[config.mk]
export PLATFORM = sky130hd
export DESIGN_NAME = ptm_top
export DESIGN_NICKNAME = d
export VERILOG_FILES = /design/src/ptm_pkg.sv /design/src/ptm_timer.sv /design/src/ptm_base_mux.sv /design/src/ptm_top.sv
export SDC_FILE = /design/constraint.sdc
export NUM_CORES = 1
export LEC_CHECK = 0
export ABC_CLOCK_PERIOD_IN_PS = 3290
export BUFFER_PORTS_ARGS = -buffer_cell sky130_fd_sc_hd__buf_2
export CORE_ASPECT_RATIO = 1.2
export CORE_UTILIZATION = 35
export DETAILED_ROUTE_END_ITERATION = 16
export PLACE_DENSITY = 0.49
export SETUP_SLACK_MARGIN = 0.1
export SLEW_MARGIN = 20
export SYNTH_ARGS = -nofsm -noshare
export SYNTH_HDL_FRONTEND = slang
export SYNTH_SLANG_ARGS = --single-unit
export TNS_END_PERCENT = 30
[constraint.sdc]
create_clock -name clk -period 3.29 [get_ports clk]
set_input_delay 0.658 -clock clk [delete_from_list [all_inputs] [get_ports clk]]
set_output_delay 0.658 -clock clk [all_outputs]
set_load 0.01 [all_outputs]
[src/ptm_pkg.sv]
// ptm_pkg: register map, field layout, reset values and timing constants of the period timer block
// assumes a 32-bit classic wishbone register bus with one register per aligned word
package ptm_pkg;

	// ********************************************************************
	// register byte offsets
	// ********************************************************************
	localparam logic [7:0] PTM_OFS_COUNT0    = 8'h00;
	localparam logic [7:0] PTM_OFS_PERIOD0   = 8'h04;
	localparam logic [7:0] PTM_OFS_CONTROL0  = 8'h08;
	localparam logic [7:0] PTM_OFS_COUNT1    = 8'h0c;
	localparam logic [7:0] PTM_OFS_PERIOD1   = 8'h10;
	localparam logic [7:0] PTM_OFS_CONTROL1  = 8'h14;
	localparam logic [7:0] PTM_OFS_COUNT2    = 8'h18;
	localparam logic [7:0] PTM_OFS_PERIOD2   = 8'h1c;
	localparam logic [7:0] PTM_OFS_CONTROL2  = 8'h20;
	localparam logic [7:0] PTM_OFS_BASE_SEL  = 8'h24;
	localparam logic [7:0] PTM_OFS_IRQ_FLAGS = 8'h28;
	localparam logic [7:0] PTM_OFS_IRQ_EN    = 8'h2c;
	localparam logic [7:0] PTM_OFS_STEP      = 8'h0c;

	// ********************************************************************
	// field positions
	// ********************************************************************
	localparam int PTM_CTL_PRE_LSB  = 0;
	localparam int PTM_CTL_ON_BIT   = 2;
	localparam int PTM_CTL_POST_LSB = 3;
	localparam int PTM_CTL_W        = 7;
	localparam int PTM_SEL_CAP0_LSB = 0;
	localparam int PTM_SEL_CAP1_LSB = 2;
	localparam int PTM_SEL_PWM0_LSB = 4;
	localparam int PTM_SEL_PWM1_LSB = 6;

	// ********************************************************************
	// reset values and constants
	// ********************************************************************
	localparam logic [7:0] PTM_RST_COUNT   = 8'h00;
	localparam logic [7:0] PTM_RST_PERIOD  = 8'hff;
	localparam logic [6:0] PTM_RST_CONTROL = 7'h00;
	localparam logic [7:0] PTM_RST_SEL     = 8'h00;
	localparam logic [1:0] PTM_SEL_RSVD    = 2'h3;
	localparam int         PTM_NUM_TIMERS  = 3;
	// instruction clock is the system clock divided by four
	localparam int         PTM_ICLK_DIV    = 4;
	localparam logic [1:0] PTM_ICLK_LAST   = 2'(PTM_ICLK_DIV - 1);

	// prescaler code to terminal count: 0, 3, 15, 63 (divide by 1, 4, 16, 64)
	function automatic logic [5:0] ptm_pre_last(input logic [1:0] code);
		logic [5:0] r;
		r = 6'h00;
		unique case (code)
			2'h0: r = 6'h00;
			2'h1: r = 6'h03;
			2'h2: r = 6'h0f;
			2'h3: r = 6'h3f;
		endcase
		return r;
	endfunction : ptm_pre_last

endpackage : ptm_pkg

[src/ptm_timer.sv]
// ptm_timer: one 8-bit period timer with prescaler, period match and postscaler
// assumes a one-cycle instruction clock tick and same-clock register write strobes
`timescale 1ns/1ps
module ptm_timer
	import ptm_pkg::*;
(
	// clock and reset
	input  wire logic       clk,
	input  wire logic       rst_b,
	// timing
	input  wire logic       iclk_tick,
	input  wire logic       sleep,
	// software access
	input  wire logic       count_we,
	input  wire logic       period_we,
	input  wire logic       control_we,
	input  wire logic [7:0] wdata,
	// state
	output logic      [7:0] count_r,
	output logic      [7:0] period_r,
	output logic      [6:0] control_r,
	output logic            match,
	output logic            post_evt
);
	import ptm_pkg::*;

	logic [5:0] pre_r;
	logic [3:0] post_r;
	logic [5:0] pre_nxt;
	logic [3:0] post_nxt;
	logic [7:0] count_nxt;
	logic       running;
	logic       pre_done;
	logic       step;
	logic       scaler_clr;

	// ********************************************************************
	// control decode
	// ********************************************************************
	// sleep freezes prescaler, count and postscaler but not software writes, timer_on gates the count
	assign running    = control_r[PTM_CTL_ON_BIT] && !sleep;
	assign pre_done   = pre_r == ptm_pre_last(control_r[PTM_CTL_PRE_LSB +: 2]);
	assign step       = running && iclk_tick && pre_done;
	// match only on a counting step so a stopped timer raises nothing
	assign match      = step && (count_r == period_r);
	assign scaler_clr = count_we || control_we;
	assign post_evt   = match && (post_r == control_r[PTM_CTL_POST_LSB +: 4]);

	// next-state values; software writes win over counting
	assign pre_nxt   = scaler_clr ? 6'h00 :
		(running && iclk_tick) ? (pre_done ? 6'h00 : pre_r + 6'h01) : pre_r;
	assign post_nxt  = scaler_clr ? 4'h0 :
		post_evt ? 4'h0 : (match ? post_r + 4'h1 : post_r);
	assign count_nxt = count_we ? wdata :
		match ? PTM_RST_COUNT : (step ? count_r + 8'h01 : count_r);

	// ********************************************************************
	// registers
	// ********************************************************************
	// reset clears count and scalers and sets the period to all ones
	always_ff @(posedge clk or negedge rst_b)
	begin
		if (!rst_b)
		begin
			count_r   <= PTM_RST_COUNT;
			period_r  <= PTM_RST_PERIOD;
			control_r <= PTM_RST_CONTROL;
			pre_r     <= 6'h00;
			post_r    <= 4'h0;
		end
		else
		begin
			count_r   <= count_nxt;
			period_r  <= period_we ? wdata : period_r;
			control_r <= control_we ? wdata[6:0] : control_r;
			pre_r     <= pre_nxt;
			post_r    <= post_nxt;
		end
	end

endmodule : ptm_timer

[src/ptm_base_mux.sv]
// ptm_base_mux: routes one of three timer match pulses to one consumer
// assumes a same-clock select field; the reserved code gives no time base
`timescale 1ns/1ps
module ptm_base_mux
	import ptm_pkg::*;
(
	// selection
	input  wire logic [1:0] sel,
	input  wire logic       gate,
	// time base sources
	input  wire logic [2:0] match,
	// result
	output logic            base
);
	import ptm_pkg::*;

	logic picked;

	// ********************************************************************
	// selection
	// ********************************************************************
	// reserved code picks nothing rather than a guessed timer
	assign picked = (sel == PTM_SEL_RSVD) ? 1'b0 : match[sel];
	assign base   = picked && gate;

endmodule : ptm_base_mux

[src/ptm_top.sv]
// ptm_top: three period timers, shared time base selection and a wishbone register slave
// assumes classic wishbone on clk, a sleep level from the power controller on the same clock,
// and pwm-mode levels from the two capture/compare/pwm units
`timescale 1ns/1ps
module ptm_top
	import ptm_pkg::*;
(
	// clock and reset
	input  wire logic        clk,
	input  wire logic        rst_b,
	// wishbone slave
	input  wire logic        wb_cyc_i,
	input  wire logic        wb_stb_i,
	input  wire logic        wb_we_i,
	input  wire logic [7:0]  wb_adr_i,
	input  wire logic [3:0]  wb_sel_i,
	input  wire logic [31:0] wb_dat_i,
	output logic      [31:0] wb_dat_o,
	output logic             wb_ack_o,
	// system state
	input  wire logic        sleep,
	input  wire logic        cap0_pwm_mode,
	input  wire logic        cap1_pwm_mode,
	// time bases
	output logic      [2:0]  serial_shift_clk,
	output logic             cap0_time_base,
	output logic             cap1_time_base,
	output logic             pwm0_time_base,
	output logic             pwm1_time_base,
	// interrupt requests
	output logic      [2:0]  match_irq
);
	import ptm_pkg::*;

	logic [1:0]  iclk_div_r;
	logic        iclk_tick;
	logic        ack_r;
	logic [31:0] rdata_r;
	logic [7:0]  base_sel_r;
	logic [2:0]  irq_flag_r;
	logic [2:0]  irq_en_r;
	logic [2:0]  irq_flag_nxt;
	logic        req;
	logic        wr;
	logic        lane0;
	logic [7:0]  wd;
	logic [7:0]  count_q   [PTM_NUM_TIMERS];
	logic [7:0]  period_q  [PTM_NUM_TIMERS];
	logic [6:0]  control_q [PTM_NUM_TIMERS];
	logic [2:0]  match_v;
	logic [2:0]  post_v;
	logic [2:0]  count_we;
	logic [2:0]  period_we;
	logic [2:0]  control_we;
	logic        sel_we;
	logic        flag_we;
	logic        en_we;
	logic [7:0]  rd_mux;

	// ********************************************************************
	// instruction clock
	// ********************************************************************
	// one tick every fourth system clock; stopped in sleep so no timer advances
	always_ff @(posedge clk or negedge rst_b)
	begin
		if (!rst_b)
			iclk_div_r <= 2'h0;
		else if (!sleep)
			iclk_div_r <= iclk_div_r + 2'h1;
	end
	assign iclk_tick = (iclk_div_r == PTM_ICLK_LAST) && !sleep;

	// ********************************************************************
	// bus decode
	// ********************************************************************
	// a write only counts on the low lane since every register is one byte wide;
	// it lands on the edge that shows ack to the master, while the request still stands
	assign req   = wb_cyc_i && wb_stb_i && !ack_r;
	assign wr    = wb_cyc_i && wb_stb_i && wb_we_i && ack_r;
	assign lane0 = wb_sel_i[0];
	assign wd    = wb_dat_i[7:0];

	function automatic logic hit(input logic [7:0] adr, input logic [7:0] ofs);
		return adr == ofs;
	endfunction : hit

	// per-timer write strobes, register banks spaced by a fixed step
	genvar gi;
	generate
		for (gi = 0; gi < PTM_NUM_TIMERS; gi++)
		begin : g_we
			localparam logic [7:0] STEP = 8'(gi * PTM_OFS_STEP);
			assign count_we[gi]   = wr && lane0 && hit(wb_adr_i, PTM_OFS_COUNT0 + STEP);
			assign period_we[gi]  = wr && lane0 && hit(wb_adr_i, PTM_OFS_PERIOD0 + STEP);
			assign control_we[gi] = wr && lane0 && hit(wb_adr_i, PTM_OFS_CONTROL0 + STEP);
		end
	endgenerate
	assign sel_we  = wr && lane0 && hit(wb_adr_i, PTM_OFS_BASE_SEL);
	assign flag_we = wr && lane0 && hit(wb_adr_i, PTM_OFS_IRQ_FLAGS);
	assign en_we   = wr && lane0 && hit(wb_adr_i, PTM_OFS_IRQ_EN);

	// ********************************************************************
	// timers
	// ********************************************************************
	generate
		for (gi = 0; gi < PTM_NUM_TIMERS; gi++)
		begin : g_tmr
			ptm_timer u_timer (
				.clk        (clk),
				.rst_b      (rst_b),
				.iclk_tick  (iclk_tick),
				.sleep      (sleep),
				.count_we   (count_we[gi]),
				.period_we  (period_we[gi]),
				.control_we (control_we[gi]),
				.wdata      (wd),
				.count_r    (count_q[gi]),
				.period_r   (period_q[gi]),
				.control_r  (control_q[gi]),
				.match      (match_v[gi]),
				.post_evt   (post_v[gi])
			);
		end
	endgenerate

	// unscaled match pulse goes straight to the serial port
	assign serial_shift_clk = match_v;

	// ********************************************************************
	// time base selection
	// ********************************************************************
	ptm_base_mux u_cap0 (
		.sel   (base_sel_r[PTM_SEL_CAP0_LSB +: 2]),
		.gate  (cap0_pwm_mode),
		.match (match_v),
		.base  (cap0_time_base)
	);
	ptm_base_mux u_cap1 (
		.sel   (base_sel_r[PTM_SEL_CAP1_LSB +: 2]),
		.gate  (cap1_pwm_mode),
		.match (match_v),
		.base  (cap1_time_base)
	);
	ptm_base_mux u_pwm0 (
		.sel   (base_sel_r[PTM_SEL_PWM0_LSB +: 2]),
		.gate  (1'b1),
		.match (match_v),
		.base  (pwm0_time_base)
	);
	ptm_base_mux u_pwm1 (
		.sel   (base_sel_r[PTM_SEL_PWM1_LSB +: 2]),
		.gate  (1'b1),
		.match (match_v),
		.base  (pwm1_time_base)
	);

	// ********************************************************************
	// match interrupt flags
	// ********************************************************************
	// software writes 1 to clear; a postscaler event in the same cycle wins
	assign irq_flag_nxt = (irq_flag_r & ~(flag_we ? wd[2:0] : 3'h0)) | post_v;
	assign match_irq    = irq_flag_r & irq_en_r;

	always_ff @(posedge clk or negedge rst_b)
	begin
		if (!rst_b)
		begin
			irq_flag_r <= 3'h0;
			irq_en_r   <= 3'h0;
			base_sel_r <= PTM_RST_SEL;
		end
		else
		begin
			irq_flag_r <= irq_flag_nxt;
			irq_en_r   <= en_we ? wd[2:0] : irq_en_r;
			base_sel_r <= sel_we ? wd : base_sel_r;
		end
	end

	// ********************************************************************
	// read data and acknowledge
	// ********************************************************************
	// unmapped addresses read zero and still get an ack so the master never hangs
	always_comb
	begin
		rd_mux = 8'h00;
		unique case (wb_adr_i)
			PTM_OFS_COUNT0:    rd_mux = count_q[0];
			PTM_OFS_PERIOD0:   rd_mux = period_q[0];
			PTM_OFS_CONTROL0:  rd_mux = {1'b0, control_q[0]};
			PTM_OFS_COUNT1:    rd_mux = count_q[1];
			PTM_OFS_PERIOD1:   rd_mux = period_q[1];
			PTM_OFS_CONTROL1:  rd_mux = {1'b0, control_q[1]};
			PTM_OFS_COUNT2:    rd_mux = count_q[2];
			PTM_OFS_PERIOD2:   rd_mux = period_q[2];
			PTM_OFS_CONTROL2:  rd_mux = {1'b0, control_q[2]};
			PTM_OFS_BASE_SEL:  rd_mux = base_sel_r;
			PTM_OFS_IRQ_FLAGS: rd_mux = {5'h00, irq_flag_r};
			PTM_OFS_IRQ_EN:    rd_mux = {5'h00, irq_en_r};
			default:           rd_mux = 8'h00;
		endcase
	end

	// one wait state: ack the cycle after the request, drop it the next
	always_ff @(posedge clk or negedge rst_b)
	begin
		if (!rst_b)
		begin
			ack_r   <= 1'b0;
			rdata_r <= 32'h0000_0000;
		end
		else
		begin
			ack_r   <= req;
			rdata_r <= req ? {24'h00_0000, rd_mux} : rdata_r;
		end
	end
	assign wb_ack_o = ack_r;
	assign wb_dat_o = rdata_r;

endmodule : ptm_top

Yosys cells after proc, flatten, opt, wreduce, memory -nomap -nowiden
Cells that the tools add are included.
- flip-flop bits (word level): 124
- bits of input ports: 52
- output and inout port bits: 43
- word-level logic and storage cells: 170
- $add $sub $neg: 10
- magnitude comparators: 4
- equal/unequal tests: 34
- mux-type cells: 44
- bitwise logic cells: 4
- reduce and logical (&&, ||, !) cells: 53
- operators by type and width (cell ; count):
    case mux 8 bit (12 select lines) ; 1
    2-to-1 mux 8 bit ; 9
    case mux 6 bit (4 select lines) ; 3
    2-to-1 mux 6 bit ; 9
    2-to-1 mux 4 bit ; 9
    logical AND 1 bit ; 35
    equality test 8 x 5 -> 1 bit, second input constant ; 4
    equality test 8 x 6 -> 1 bit, second input constant ; 4
    adder 8 x 1 -> 8 bit, second input constant ; 3
    equality test 8 bit ; 3
    equality test 2 bit, second input constant ; 11
    adder 6 x 1 -> 6 bit, second input constant ; 3
    equality test 6 bit ; 3
    nonzero test 3 bit ; 6
    equality test 8 x 4 -> 1 bit, second input constant ; 2
    adder 4 x 1 -> 4 bit, second input constant ; 3
    equality test 4 bit ; 3
    less-than comparator 2 x 3 -> 1 bit, second input constant ; 4
    binary-select mux 1 bit (select 2 bit) ; 4
    equality test 8 x 3 -> 1 bit, second input constant ; 1
    zero test 8 bit ; 1
    2-to-1 mux 1 bit ; 8
    bitwise AND 3 bit ; 2
    equality test 2 x 1 -> 1 bit, second input constant ; 3
    other kinds (8) ; 15

Logic depth before layout (Yosys ltp)
- depth after elaboration: 9
- mapped depth: 8
- gate-level depth less buffers: 6

Modules after synthesis
From an unflattened synthesis, not the netlist that was laid out.
- cell total of the unflattened synthesis: 794
- area total of the unflattened synthesis: 7860.0 um2
- modules (own cells, without submodules) (module ; times used ; cells an instance ; area each (um2) ; sequential area each (um2)):
    ptm_timer ; 3 ; 181 ; 1874.3 ; 835.8
    ptm_top ; 1 ; 235 ; 2117.0 ; 625.6
    ptm_base_mux ; 4 ; 4 ; 30.0 ; 0.0

Worst setup path before layout
Ideal clock, no wire load.
- kind: register to output
- start point: register g_tmr[0].u_timer.period_r[7]
- end point: output port cap1_time_base
- arrival time: 1874 ps
- required time: 2632 ps
- path slack: 758 ps
- cell stages (with the launch flop): 7
- path buffers: 1
- path through: dfstp_2 > xor2_1 > nor4_2 > o2111ai_1 > clkbuf_1 > nor3_1 > o31a_1
- longest elaborated chain between the ends: 6
- ends and longest elaborated chain (element ; line ; source):
    from (decl) ; ptm_timer.sv:20 ; output logic [7:0] period_r,
    from (signal assigned) ; ptm_timer.sv:74 ; period_r <= period_we ? wdata : period_r;
    equality test 8 bit ; ptm_timer.sv:45 ; assign match = step && (count_r == period_r);
    logical AND 1 bit ; ptm_timer.sv:45 ;
    binary-select mux 1 bit (select 2 bit) ; ptm_base_mux.sv:23 ; assign picked = (sel == PTM_SEL_RSVD) ? 1'b0 : match[sel];
    2-to-1 mux 1 bit (not written as such) ; ptm_base_mux.sv:23 ;
    2-to-1 mux 1 bit ; ptm_base_mux.sv:23 ;
    logical AND 1 bit ; ptm_base_mux.sv:24 ; assign base = picked && gate;
    to (decl) ; ptm_top.sv:27 ; output logic cap1_time_base,
No other way between the ends. The select of a mux whose other input is x is not followed.

Worst setup path in the final report
- start point: register g_tmr[2].u_timer.control_r[0]
- end point: output port serial_shift_clk[2]
- longest elaborated chain between the ends: 5
- elaborated cells on any way between the ends: 8
- those cells by class: eq/ne (4); mux (1); reduce/logical (3)
- ends and longest elaborated chain (element ; line ; source):
    from (decl) ; ptm_timer.sv:21 ; output logic [6:0] control_r,
    from (signal assigned) ; ptm_timer.sv:75 ; control_r <= control_we ? wdata[6:0] : control_r;
    equality test 2 bit, or another cell as far along ; ptm_pkg.sv:51 ; unique case (code)
    case mux 6 bit (4 select lines) (*) ; ptm_pkg.sv:51 ;
    equality test 6 bit (*) ; ptm_timer.sv:42 ; assign pre_done = pre_r == ptm_pre_last(control_r[PTM_CTL_PRE_LSB +: 2]);
    logical AND 1 bit (*) ; ptm_timer.sv:43 ; assign step = running && iclk_tick && pre_done;
    logical AND 1 bit (*) ; ptm_timer.sv:45 ;
    to (decl) ; ptm_top.sv:25 ; output logic [2:0] serial_shift_clk,
Every way passes the cells marked *; elsewhere a longest branch is shown, timed or not.

==> run_results.csv <==
group,metric,value,unit
cts,cts_root_buf,"clkbuf_16",
synthesis,ys_seq_elements,124,
cells_and_area,layout-drive-gt1-share,0.2914,
synthesis,netlist_area,7759,sq um
cts,path_clk_slew,60,ps
setup_path,path_max_fanout,6,
grt,grt-ovfl-total,0,
cts,cts_made_buffers,17,
synthesis,synthArstFlopShare,1.000,
grt,grt_pass1_wl,37140,um
cells_and_area,final_util,0.4144,
cts,clk-insertion-delay-late,430,ps
placement,gp_congestion,0.8922,
cells_and_area,multi_input_area,4402,sq um
timing,skew,11.03,ps
synthesis,yosysSeqAreaShare,0.4038,
floorplanning,fp-row-count,59,
detailed_routing,wl_per_cell,21.61,um
synthesis,synth_ff_type,"dfrtp_1",
setup_path,end_kind,"output port",
floorplanning,fp.dieW,137.9,um
timing,drv_slew,0,
grt,grt_pass1_vias,6295,
floorplanning,fp.dieH,165.1,um
setup_path,start_kind,"flop",
cells_and_area,fin_nets,900,
synthesis,ys_types,73,
synthesis,ys_warn_count,0,
cts,cts_max_path_buffers,2,
detailed_routing,drt-vias-per-instance,5.783,
grt,grt_usage,0.2222,
detailed_routing,wl,24310,um
power,power.density,401.5,nW/um^2
cells_and_area,antennaDiodeCount,0,
detailed_routing,firstDrtPassIters,5,
detailed_routing,ant_nets,0,
cts,cts_tree,"built",
detailed_routing,vias,6506,
timing,setup_tns,0,ps
run_status,status,"finished, final reports clean",
synthesis,synth_edf_count,0,
floorplanning,io_pins,95,
floorplanning,core-area,21700,sq um
setup_path,cp.arrival,2480,ps
cts,cts.sinks,124,
setup_path,crit_type,"flop to output port",
setup_path,required,2630,ps
timing,max_slew.worst_pin.slew,933.7,ps
timing,maxSlewHeadroom,0.3718,
cells_and_area,final_cell_mix,"dfrtp_1, nand2_1, mux2_2",
detailed_routing,drt-initial-drc-count,572,
timing,post-route-period-util,0.9541,
timing,hold_viol_final,0,
grt,antenna_found_initial,0,
placement,dp.final_hpwl,17500,um
cts,postCtsHoldBufs,0,
synthesis,synthCells,779,
cts,cts_htree_levels,4,
cells_and_area,register_area,3138,sq um
hold_path,min_path_type,"input port to asynchronous set/reset pin",
timing,period_needed,3139,ps
floorplanning,dieArea,22770,sq um
grt,grt_max_degree,50,
timing,rsz0062_at_grt,"yes",
cells_and_area,mostFrequentLayoutCell,"dfrtp_1",
cells_and_area,fill_cells,2141,
detailed_routing,drc,0,
synthesis,avgSynthCellArea,9.960,sq um
placement,port_buffers,43,
timing,timing.fmax,318.6,MHz
floorplanning,initial_core_util,0.3575,
cells_and_area,syn_to_final_growth,15.93,%
power,ir_drop,0.3216,mV
power,p_leak,4.085,nW
timing,setup_viol,0,
job,maxCapViolCount,0,
-- power by group --
part           switching (mW)  internal, mW
Combinational           0.164        0.0722
Clock                   0.739          1.08
Sequential             0.0136          1.54
Total                   0.916          2.70
-- path summary, 6_finish.rpt --
path                                                                start                                       end  slack (ps)  cells after the start
worst max-delay path            g_tmr[2].u_timer.control_r[0]$_DFFE_PN0P_                       serial_shift_clk[2]         150                      7
worst min-delay path                                                rst_b                        wb_ack_o$_DFF_PN0_         260                      1
worst max register to register  g_tmr[2].u_timer.control_r[0]$_DFFE_PN0P_    g_tmr[2].u_timer.post_r[3]$_DFFE_PN0P_         710                      7
worst min register to register                    wb_dat_o[7]$_DFFE_PN0P_                   wb_dat_o[7]$_DFFE_PN0P_         480                      2
max in group asynchronous                                           rst_b  g_tmr[0].u_timer.period_r[6]$_DFFE_PN1P_        2140                      2
min in group clk                                  wb_dat_o[7]$_DFFE_PN0P_                   wb_dat_o[7]$_DFFE_PN0P_         480                      2
-- timing repair --
action	CTS	global route
gates resized for setup	5	15
buffers inserted	4	0
setup endpoints to repair	4	6
pin swaps	1	1
-- cells in the mapped netlist, types with 9 or more instances --
library cell,count,area share
a21oi_1,39,0.025
a31oi_1,24,0.019
and3_1,14,0.011
buf_4,27,0.026
clkbuf_1,21,0.010
dfrtp_1,100,0.32
dfstp_2,24,0.081
ha_1,10,0.016
inv_1,12,0.0058
mux2_2,65,0.094
mux2i_1,12,0.015
mux4_2,9,0.026
nand2_1,67,0.032
nand3_1,41,0.026
nor2_1,43,0.021
nor3_1,13,0.0084
o21ai_0,40,0.026
or3_1,10,0.0081
xnor2_1,10,0.011
xor2_1,33,0.037
-- cells by family (layout without fill, tap and decap cells) --
group / Yosys count / in the layout / share of synthesized area
AND/OR/NAND/NOR: 271 / 271 / 0.2025
flip-flops: 124 / 124 / 0.4038
AO/OA/AOI/OAI: 171 / 171 / 0.1430
multiplexers: 86 / 86 / 0.1359
other: 1 / 24 / 0.0004833
buffers and inverters: 73 / 122 / 0.04951
XOR/XNOR: 43 / 43 / 0.04854
adder cells (fa/ha/maj): 10 / 10 / 0.01613
-- worst max-delay path: stages (launching register included) --
cell and delay, ps:
dfrtp_2 470, or4_4 580, a21oi_2 230, o2111ai_4 210, buf_4 200, buf_4 150, inv_1 70, buf_2 130
-- state kept, by name (all words and copies together), names as in the netlist --
signal,cells
g_tmr.u_timer.period_r,24
g_tmr.u_timer.post_r,12
g_tmr.u_timer.control_r,21
irq_flag_r,3
g_tmr.u_timer.count_r,24
wb_dat_o,8
g_tmr.u_timer.pre_r,18
irq_en_r,3
wb_ack_o,1
iclk_div_r,2
base_sel_r,8
-- per-stage QoR --
step	setup slack [ps]	cells	instance area, sq um	power, mW	hold slack (ps)
after floorplan	758.2	802	7845	1.713	362.4
after global placement	434.3	1089	8312	1.811	467.0
after detailed placement	431.4	1089	8312	1.817	476.7
after CTS	104.6	1125	8925	3.645	279.2
after global routing	89.27	1125	8995	3.732	305.3
final	150.9	1125	8995	3.612	256.4
-- routing by layer --
layer  up-vias  wire, um  track usage
li1       2974         -            -
met1      3285     10380       0.2773
met2       200     12200       0.3739
met3        47       959      0.03755
met4         0       776      0.09783
met5         -         0            0
-- final cells by class --
type                    instances  share of cell area
clock inverters                13             0.01308
inverters                      12            0.005008
multi-input cells             605              0.4894
well taps                     274             0.03811
clock buffers                  19             0.05035
flip-flops and latches        124              0.3489
repair buffers                 78             0.05522
Note: power is estimated with default switching activity, not from simulation.
